--- config.mk ---
export PLATFORM = sky130hd
export DESIGN_NAME = wfs_framer
export DESIGN_NICKNAME = d
export VERILOG_FILES = /design/src/rtl/wfs_pkg.sv /design/src/rtl/wfs_order_rom.sv /design/src/rtl/wfs_framer.sv
export SDC_FILE = /design/constraint.sdc
export NUM_CORES = 1
export LEC_CHECK = 0
export BUFFER_PORTS_ARGS = -buffer_cell sky130_fd_sc_hd__buf_2
export CORE_MARGIN = 3
export CORE_UTILIZATION = 40
export CTS_CLUSTER_DIAMETER = 200
export DETAILED_ROUTE_END_ITERATION = 10
export HOLD_SLACK_MARGIN = 0.03
export PLACE_DENSITY = 0.65
export SLEW_MARGIN = 10
export SYNTH_ARGS = -nofsm -noshare
export SYNTH_HDL_FRONTEND = slang
export SYNTH_SLANG_ARGS = --single-unit
--- constraint.sdc ---
create_clock -name i_clock -period 4.3 [get_ports i_clock]
set_clock_uncertainty 0.2 [all_clocks]
set_input_delay 0 -clock i_clock [delete_from_list [all_inputs] [get_ports i_clock]]
set_output_delay 0 -clock i_clock [all_outputs]
set_load 0.01 [all_outputs]
--- src/rtl/wfs_pkg.sv ---
// wavelet field stream framer: shared constants, state codes, delimiter codes
// assumes one 200 MHz clock and a 32-bit host fifo path into the codec
// Operation
// - fields go out as field one then field two, repeating; a sequence always ends on field two, so its field count is even.
// - the stream is closed by the sequence end marker when decoding.
// - field = start marker, timecode words, first block, remaining blocks, in order.
// - field one opens with its own marker, field two with its own.
// - first block has no delimiter: type tag, quantizer step, payload.
// - the first block of every field carries sub-band block 6.
// - exactly 41 further block records follow the first block.
// - each further record: delimiter variant, quantizer step, payload.
// - block 9 type 4, then 20,22,19,23,17,25,16,26,14,28,13,29 type 3.
// - then 11 type 1, 31 type 1, 10 type 3, 32 type 1, 8 type 3.
// - every delimiter code starts on a 32-bit word boundary.
// - any block delimiter may become type 5 for a zero-data block.
package wfs_pkg;
    // ==========================================================
    // stream codes
    localparam logic [63:0] FIELD_ONE_START_MARKER = 64'hFFFFFFFF40000000;
    localparam logic [63:0] FIELD_TWO_START_MARKER = 64'hFFFFFFFF41000000;
    localparam logic [63:0] SEQUENCE_END_MARKER = 64'hFFFFFFFF4F000000;
    localparam logic [63:0] BLOCK_DELIM_TYPE1 = 64'hFFFFFFFF42000001;
    localparam logic [63:0] BLOCK_DELIM_TYPE2 = 64'hFFFFFFFF42000002;
    localparam logic [63:0] BLOCK_DELIM_FIRST_BLOCK_TYPE_TAG = 64'hFFFFFFFF42000003;
    localparam logic [63:0] BLOCK_DELIM_TYPE4 = 64'hFFFFFFFF42000004;
    localparam logic [63:0] BLOCK_DELIM_TYPE5 = 64'hFFFFFFFF42000005;
    localparam logic [31:0] FIRST_BLOCK_TYPE_TAG = 32'h00000003;
    // ==========================================================
    // delimiter variant codes as stored in the order table
    localparam logic [2:0] DELIM_NONE = 3'h0;
    localparam logic [2:0] DELIM_T1 = 3'h1;
    localparam logic [2:0] DELIM_T2 = 3'h2;
    localparam logic [2:0] DELIM_T3 = 3'h3;
    localparam logic [2:0] DELIM_T4 = 3'h4;
    localparam logic [2:0] DELIM_T5 = 3'h5;
    // ==========================================================
    // counts and reset values
    localparam logic [1:0] TC_LAST = 2'h1;       // two timecode words
    localparam logic [5:0] LAST_IDX = 6'h29;     // record index 41
    localparam logic [5:0] FIRST_BLOCK = 6'h06;
    localparam logic [5:0] IDX_RESET = 6'h00;
    localparam logic [15:0] STEP_PAD = 16'h0000;
    // ==========================================================
    // framer states, one-hot
    typedef enum logic [10:0] {
        S_IDLE = 11'h001,
        S_SOF_HI = 11'h002,
        S_SOF_LO = 11'h004,
        S_TC = 11'h008,
        S_TAG = 11'h010,
        S_DLM_HI = 11'h020,
        S_DLM_LO = 11'h040,
        S_STEP = 11'h080,
        S_PAY = 11'h100,
        S_EOS_HI = 11'h200,
        S_EOS_LO = 11'h400
    } wfs_state_t;
endpackage

--- src/rtl/wfs_order_rom.sv ---
// wavelet field stream framer: fixed block order table, registered read
// assumes the address is presented one cycle before the data is needed
`timescale 1ns/1ps
`default_nettype none
module wfs_order_rom (
    input wire logic i_clock,
    input wire logic [5:0] i_addr,
    output logic [5:0] o_block,
    output logic [2:0] o_dtype
);
    logic [8:0] next_word;
    logic [8:0] word;

    // ==========================================================
    // order table: record index to block number and delimiter variant
    always_comb begin
        unique case (i_addr)
            6'h00: next_word = {6'h06, wfs_pkg::DELIM_NONE};
            6'h01: next_word = {6'h09, wfs_pkg::DELIM_T4};
            6'h02: next_word = {6'h14, wfs_pkg::DELIM_T3};
            6'h03: next_word = {6'h16, wfs_pkg::DELIM_T3};
            6'h04: next_word = {6'h13, wfs_pkg::DELIM_T3};
            6'h05: next_word = {6'h17, wfs_pkg::DELIM_T3};
            6'h06: next_word = {6'h11, wfs_pkg::DELIM_T3};
            6'h07: next_word = {6'h19, wfs_pkg::DELIM_T3};
            6'h08: next_word = {6'h10, wfs_pkg::DELIM_T3};
            6'h09: next_word = {6'h1A, wfs_pkg::DELIM_T3};
            6'h0A: next_word = {6'h0E, wfs_pkg::DELIM_T3};
            6'h0B: next_word = {6'h1C, wfs_pkg::DELIM_T3};
            6'h0C: next_word = {6'h0D, wfs_pkg::DELIM_T3};
            6'h0D: next_word = {6'h1D, wfs_pkg::DELIM_T3};
            6'h0E: next_word = {6'h0B, wfs_pkg::DELIM_T1};
            6'h0F: next_word = {6'h1F, wfs_pkg::DELIM_T1};
            6'h10: next_word = {6'h0A, wfs_pkg::DELIM_T3};
            6'h11: next_word = {6'h20, wfs_pkg::DELIM_T1};
            6'h12: next_word = {6'h08, wfs_pkg::DELIM_T3};
            6'h13: next_word = {6'h22, wfs_pkg::DELIM_T1};
            6'h14: next_word = {6'h07, wfs_pkg::DELIM_T3};
            6'h15: next_word = {6'h23, wfs_pkg::DELIM_T1};
            6'h16: next_word = {6'h05, wfs_pkg::DELIM_T3};
            6'h17: next_word = {6'h25, wfs_pkg::DELIM_T1};
            6'h18: next_word = {6'h04, wfs_pkg::DELIM_T3};
            6'h19: next_word = {6'h26, wfs_pkg::DELIM_T1};
            6'h1A: next_word = {6'h02, wfs_pkg::DELIM_T3};
            6'h1B: next_word = {6'h28, wfs_pkg::DELIM_T1};
            6'h1C: next_word = {6'h01, wfs_pkg::DELIM_T3};
            6'h1D: next_word = {6'h29, wfs_pkg::DELIM_T1};
            6'h1E: next_word = {6'h00, wfs_pkg::DELIM_T4};
            6'h1F: next_word = {6'h27, wfs_pkg::DELIM_T2};
            6'h20: next_word = {6'h0C, wfs_pkg::DELIM_T4};
            6'h21: next_word = {6'h24, wfs_pkg::DELIM_T2};
            6'h22: next_word = {6'h0F, wfs_pkg::DELIM_T4};
            6'h23: next_word = {6'h21, wfs_pkg::DELIM_T2};
            6'h24: next_word = {6'h12, wfs_pkg::DELIM_T4};
            6'h25: next_word = {6'h1E, wfs_pkg::DELIM_T2};
            6'h26: next_word = {6'h15, wfs_pkg::DELIM_T4};
            6'h27: next_word = {6'h1B, wfs_pkg::DELIM_T2};
            6'h28: next_word = {6'h18, wfs_pkg::DELIM_T4};
            6'h29: next_word = {6'h03, wfs_pkg::DELIM_T2};
            default: next_word = {wfs_pkg::FIRST_BLOCK, wfs_pkg::DELIM_NONE};
        endcase
    end

    // registered read port
    always_ff @(posedge i_clock) begin
        word <= next_word;
    end

    assign o_block = word[8:3];
    assign o_dtype = word[2:0];
endmodule
`default_nettype wire

--- src/rtl/wfs_framer.sv ---
// wavelet field stream framer: host-side writer of the compressed field stream
// assumes the codec host fifo takes one 32-bit word per write strobe and
// raises a full pin asynchronously; it must leave a few words of slack
`timescale 1ns/1ps
`default_nettype none
module wfs_framer (
    input wire logic i_clock,
    input wire logic i_rst_b,
    input wire logic i_start,
    input wire logic i_stop,
    input wire logic [63:0] i_timecode,
    input wire logic [15:0] i_step,
    input wire logic i_zero_block,
    input wire logic i_pay_valid,
    input wire logic [31:0] i_pay_data,
    input wire logic i_pay_last,
    input wire logic i_hd_full,
    output logic o_pay_ready,
    output logic [5:0] o_cur_block,
    output logic o_field_two,
    output logic o_busy,
    output logic o_seq_done,
    output logic [31:0] o_hd_data,
    output logic o_hd_write,
    output logic o_hd_oe_b
);
    wfs_pkg::wfs_state_t state, next_state;
    logic [5:0] idx, next_idx;
    logic [1:0] tc_cnt, next_tc_cnt;
    logic field_two, next_field_two;
    logic stop_pend, next_stop_pend;
    logic zero, next_zero;
    logic [63:0] tc, next_tc;
    logic [31:0] next_hd_data;
    logic next_hd_write, next_pay_ready, next_busy, next_seq_done;
    logic full_m, full_s;
    logic go, accept, block_end;
    logic [2:0] rom_dtype;
    logic [2:0] dtype_now;

    // delimiter variant to its 64-bit code
    function automatic logic [63:0] delim_code(input logic [2:0] t);
        unique case (t)
            wfs_pkg::DELIM_T1: delim_code = wfs_pkg::BLOCK_DELIM_TYPE1;
            wfs_pkg::DELIM_T2: delim_code = wfs_pkg::BLOCK_DELIM_TYPE2;
            wfs_pkg::DELIM_T3: delim_code = wfs_pkg::BLOCK_DELIM_FIRST_BLOCK_TYPE_TAG;
            wfs_pkg::DELIM_T4: delim_code = wfs_pkg::BLOCK_DELIM_TYPE4;
            default: delim_code = wfs_pkg::BLOCK_DELIM_TYPE5;
        endcase
    endfunction

    // field flag to its start marker
    function automatic logic [63:0] field_code(input logic two);
        field_code = two ? wfs_pkg::FIELD_TWO_START_MARKER : wfs_pkg::FIELD_ONE_START_MARKER;
    endfunction

    // ==========================================================
    // block order table
    wfs_order_rom u_order (
        .i_clock(i_clock),
        .i_addr(next_idx),
        .o_block(o_cur_block),
        .o_dtype(rom_dtype)
    );

    // ==========================================================
    // full pin synchroniser
    always_ff @(posedge i_clock) begin
        if (!i_rst_b) begin
            full_m <= 1'b1;
            full_s <= 1'b1;
        end else begin
            full_m <= i_hd_full;
            full_s <= full_m;
        end
    end

    assign go = !full_s;
    assign accept = i_pay_valid && o_pay_ready;
    assign dtype_now = i_zero_block ? wfs_pkg::DELIM_T5 : rom_dtype;
    // full 64-bit codes of the marker and delimiter pairs, split into halves below
    wire logic [63:0] sof_code = field_code(field_two);
    wire logic [63:0] dlm_hi_code = delim_code(dtype_now);
    wire logic [63:0] dlm_lo_code = delim_code(zero ? wfs_pkg::DELIM_T5 : rom_dtype);

    // ==========================================================
    // framer next state and word emission
    always_comb begin
        next_state = state;
        next_idx = idx;
        next_tc_cnt = tc_cnt;
        next_field_two = field_two;
        next_stop_pend = stop_pend | i_stop;
        next_zero = zero;
        next_tc = tc;
        next_hd_data = o_hd_data;
        next_hd_write = 1'b0;
        next_seq_done = 1'b0;
        block_end = 1'b0;
        unique case (state)
            wfs_pkg::S_IDLE: begin
                if (i_start) begin
                    next_stop_pend = i_stop;
                    next_field_two = 1'b0;
                    next_state = wfs_pkg::S_SOF_HI;
                end
            end
            wfs_pkg::S_SOF_HI: begin
                if (go) begin
                    next_hd_data = sof_code[63:32];
                    next_hd_write = 1'b1;
                    next_tc = i_timecode;
                    next_state = wfs_pkg::S_SOF_LO;
                end
            end
            wfs_pkg::S_SOF_LO: begin
                if (go) begin
                    next_hd_data = sof_code[31:0];
                    next_hd_write = 1'b1;
                    next_tc_cnt = 2'h0;
                    next_state = wfs_pkg::S_TC;
                end
            end
            wfs_pkg::S_TC: begin
                if (go) begin
                    next_hd_data = (tc_cnt == 2'h0) ? tc[63:32] : tc[31:0];
                    next_hd_write = 1'b1;
                    next_tc_cnt = tc_cnt + 2'h1;
                    if (tc_cnt == wfs_pkg::TC_LAST) begin
                        next_idx = wfs_pkg::IDX_RESET;
                        next_zero = 1'b0;
                        next_state = wfs_pkg::S_TAG;
                    end
                end
            end
            wfs_pkg::S_TAG: begin
                if (go) begin
                    next_hd_data = wfs_pkg::FIRST_BLOCK_TYPE_TAG;
                    next_hd_write = 1'b1;
                    next_state = wfs_pkg::S_STEP;
                end
            end
            wfs_pkg::S_DLM_HI: begin
                if (go) begin
                    next_zero = i_zero_block;
                    next_hd_data = dlm_hi_code[63:32];
                    next_hd_write = 1'b1;
                    next_state = wfs_pkg::S_DLM_LO;
                end
            end
            wfs_pkg::S_DLM_LO: begin
                if (go) begin
                    next_hd_data = dlm_lo_code[31:0];
                    next_hd_write = 1'b1;
                    next_state = wfs_pkg::S_STEP;
                end
            end
            wfs_pkg::S_STEP: begin
                if (go) begin
                    next_hd_data = {wfs_pkg::STEP_PAD, i_step};
                    next_hd_write = 1'b1;
                    if (zero) begin
                        block_end = 1'b1;
                    end else begin
                        next_state = wfs_pkg::S_PAY;
                    end
                end
            end
            wfs_pkg::S_PAY: begin
                if (accept) begin
                    next_hd_data = i_pay_data;
                    next_hd_write = 1'b1;
                    block_end = i_pay_last;
                end
            end
            wfs_pkg::S_EOS_HI: begin
                if (go) begin
                    next_hd_data = wfs_pkg::SEQUENCE_END_MARKER[63:32];
                    next_hd_write = 1'b1;
                    next_state = wfs_pkg::S_EOS_LO;
                end
            end
            wfs_pkg::S_EOS_LO: begin
                if (go) begin
                    next_hd_data = wfs_pkg::SEQUENCE_END_MARKER[31:0];
                    next_hd_write = 1'b1;
                    next_seq_done = 1'b1;
                    next_state = wfs_pkg::S_IDLE;
                end
            end
        endcase
        // closing a block: next record, next field, or end of sequence
        if (block_end) begin
            next_zero = 1'b0;
            if (idx == wfs_pkg::LAST_IDX) begin
                if (field_two && stop_pend) begin
                    next_state = wfs_pkg::S_EOS_HI;
                end else begin
                    next_field_two = !field_two;
                    next_state = wfs_pkg::S_SOF_HI;
                end
            end else begin
                next_idx = idx + 6'h01;
                next_state = wfs_pkg::S_DLM_HI;
            end
        end
        next_pay_ready = (next_state == wfs_pkg::S_PAY) && go;
        next_busy = (next_state != wfs_pkg::S_IDLE);
    end

    // framer registers
    always_ff @(posedge i_clock) begin
        if (!i_rst_b) begin
            state <= wfs_pkg::S_IDLE;
            idx <= wfs_pkg::IDX_RESET;
            tc_cnt <= 2'h0;
            field_two <= 1'b0;
            stop_pend <= 1'b0;
            zero <= 1'b0;
            tc <= 64'h0000000000000000;
            o_hd_data <= 32'h00000000;
            o_hd_write <= 1'b0;
            o_hd_oe_b <= 1'b1;
            o_pay_ready <= 1'b0;
            o_busy <= 1'b0;
            o_seq_done <= 1'b0;
            o_field_two <= 1'b0;
        end else begin
            state <= next_state;
            idx <= next_idx;
            tc_cnt <= next_tc_cnt;
            field_two <= next_field_two;
            stop_pend <= next_stop_pend;
            zero <= next_zero;
            tc <= next_tc;
            o_hd_data <= next_hd_data;
            o_hd_write <= next_hd_write;
            o_hd_oe_b <= !next_hd_write;
            o_pay_ready <= next_pay_ready;
            o_busy <= next_busy;
            o_seq_done <= next_seq_done;
            o_field_two <= next_field_two;
        end
    end
endmodule
`default_nettype wire

==> results.md <==
- Status: completed
- Design Area, Final: between 0.009 and 0.01 sq mm
- CTS Root Cell: clkbuf_16
- CP endpoint kind: flip-flop
- Critical path launch point: state[3]$_SDFF_PN0_
- YS warnings: 0
- Largest net degree at the start of global routing: 78
- Clk pwr share: 0.476
- Fin. Hold Viols: 0
- PD cells: roughly 320 mW/mm^2
- Synth Net Count: 968
- WP data required: 4460 ps
- Final setup vio count: 0
- Peak supply drop: 0.000311 V
- Least-Margin Pin Slew: 1190 ps
- Io pins: roughly 160
- Cell count after synthesis: between 800 and 900
- Setup crit start kind: flip-flop
- Sequential area share after synthesis: 0.403
- Core Box Area: around 0.016 sq mm
- Total length of routed wires: 21900 um
- Antenna diode count: 0
- Antenna-violating nets left: 0
- Sw Share: 0.239
- Synth area leaders: dfxtp_1 40%, nand2_1 9.4%, a21oi_1 6.7%
- Overall Global Routing Usage: 0.238
- First-pass GRT wire length: 34700 um
- Row cnt: between 40 and 50
- Worst Path Max Fanout: 22
- Area post-placement: around 0.0076 sq mm
- Max cap viols: 0
- Grt total ovfl: 0
- Placed cell count: roughly 1200
- Net switching power: ~0.7 mW
- Post-Syn Area: between 0.006 and 0.007 sq mm
- Yosys top cell area share: 0.403
- Vias in the first global route: slightly below 7000
- FF-to-FF Start: state[3]$_SDFF_PN0_
- Die H: roughly 130 um
- Final Non-Filler Cells: between 1000 and 1500
- H-Tree Depth: 4
- Vias per inst: ~5.4
- Synth async-reset ratio: 0
- CTS sink count: between 100 and 150
- Nets@finish: 1219
- Lkg Pwr: around 3.8 nW
- Iter 0 DRT Violations: a little under 500
- Seq pwr share: 0.424
- CTS tree: yes
- Synth unique cells: between 60 and 70
- Slew Viols, Final: 0
- Worst-Skew Late Latency: 420 ps
- Most common cell after layout, fill and taps aside: nand2_1
- Gp weighted congestion: ~0.94
- Hold_sp: i_timecode[6]
- Layout cells sized above 1: 0.229
- Die width: approximately 130 um
- Dominant synthesized flop cell: dfxtp_1
- Antenna violations before repair: 0
- Layout area overhead: 41.3%
- Relative slew slack: 0.205
- Routed length per instance: ~17 um
- Bufs on Longest Clock Path: 2
- Comb pwr share: 0.100
- CTS buffer count: 17
- DR DRC count: 0
- Clock slew at reported path FFs: around 60 ps
- Pwr Total: around 3 mW
- Most frequent cells in the layout: 167 x nand2_1, 163 x buf_2, 134 x dfxtp_1
- Fmax achieved: roughly 260 MHz
- Initial Util: 0.414
- Final min period: 3840 ps
- Die Area: 0.0182 sq mm
- Worst EP arrival: ~4000 ps
- HPWL after detailed placement: between 10000 and 15000 um
- Type of the worst setup path: flip-flop to flip-flop
- Post-CTS Setup Repair Bufs: 0
- Via count: about 7100
- Period utilization: 0.893
- EDFF count, synth: 0
- Syn_area_per_cell: approximately 8.0 sq um
- PortBufs: approximately 160
- Worst min path class: input port to flip-flop
- Pint: roughly 2.3 mW
- Cell taking the most area after synthesis: dfxtp_1
- Drt pass-1 iters: 5
- TNS Setup: 0 ps
- Yosys reg bits: approximately 130
- Worst hold slack: 156 ps
- Unrepaired setup endpoints after global routing: no
==> timing repair <==
item	in CTS	in global routing
hold buffers	122	0
resized for setup	0	0
hold endpoints to repair	114	0
==> synth_stat cells, drive strengths merged, types with 3 or more instances <==
| cell type | n |
|---|---|
| nand2 | 169 |
| and4 | 4 |
| a211oi | 18 |
| nor4b | 6 |
| inv | 13 |
| nor3 | 15 |
| nand4 | 9 |
| mux2 | 18 |
| or4 | 3 |
| xor2 | 5 |
| nand3 | 16 |
| nor4 | 5 |
| and3 | 5 |
| nand2b | 8 |
| o22ai | 5 |
| a21oi | 89 |
| a22oi | 5 |
| or3 | 8 |
| o21ai | 37 |
| mux2i | 16 |
| clkbuf | 53 |
| xnor2 | 3 |
| dfxtp | 134 |
| a31oi | 7 |
| a311oi | 3 |
| ha | 13 |
| or2 | 5 |
| o211ai | 17 |
| a221oi | 28 |
| buf | 16 |
| nor2 | 70 |
==> per-layer routing <==
metal | up-vias | share of wire | track usage
met2 | 259 | 0.48 | 0.393
met1 | 3320 | 0.44 | 0.304
met5 | - | 0 | 0
met3 | 42 | 0.059 | 0.0507
met4 | 0 | 0.025 | 0.0962
li1 | 3486 | - | -
==> area by class of cell <==
type                       instances  area [sq um]
clock inverter                    11           128
tap                              216           270
clock buffer                      20           447
sequential                       134          2680
multi-input combinational        618          3640
inverter                          14          56.3
timing repair buffer             301          2170
fill                            1406          6660
==> power by group through the flow <==
stage	clock network (mW)	registers [mW]	logic, mW
6_report	1.43	1.27	0.299
5_1_grt	1.51	1.27	0.322
4_1_cts	1.46	1.27	0.294
3_5_place_dp	0	1.30	0.205
3_3_place_gp	0	1.30	0.208
2_1_floorplan	0	1.29	0.107
==> flip-flops by register name, indices dropped and copies added, names as in the netlist, 2 cells and up <==
register / cells
idx: 6
o_hd_data: 32
state: 11
tc: 64
tc_cnt: 2
u_order.word: 9
==> critical path, stage by stage, from the launching register on <==
cell	delay [ps]
dfxtp_1	430
nor4_1	670
nand3_1	150
a21oi_1	370
nor3_1	160
o22ai_4	570
buf_4	360
nor2_1	60
a311oi_1	230
dlygate4sd3_1	570
==> metrics by stage <==
step	worst slack, ps	utilization
after floorplan	624	-
after global placement	709	0.473
after detailed placement	667	0.473
after CTS	511	0.585
after global routing	252	0.585
final	461	0.585
==> final timing paths <==
| path | cells past startpoint | slack, ps | endpoint |
|---|---|---|---|
| worst min register to register | 1 | 220 | full_s$_SDFF_PN1_ |
| worst max register to register | 9 | 460 | o_hd_data[2]$_SDFFE_PN0P_ |
| worst max-delay path | 9 | 460 | o_hd_data[2]$_SDFFE_PN0P_ |
| worst min-delay path | 4 | 160 | tc[6]$_SDFFE_PN0P_ |
==> cells by family after synthesis <==
group	Yosys count	share of synthesized area
simple gates	331	0.227
compound gates	232	0.225
flops	134	0.403
buf+inv	83	0.0540
mux	34	0.0565
fa+ha+maj	13	0.0245
xor+xnor	8	0.0105
No activity file was read; power rests on OpenSTA's default activity.
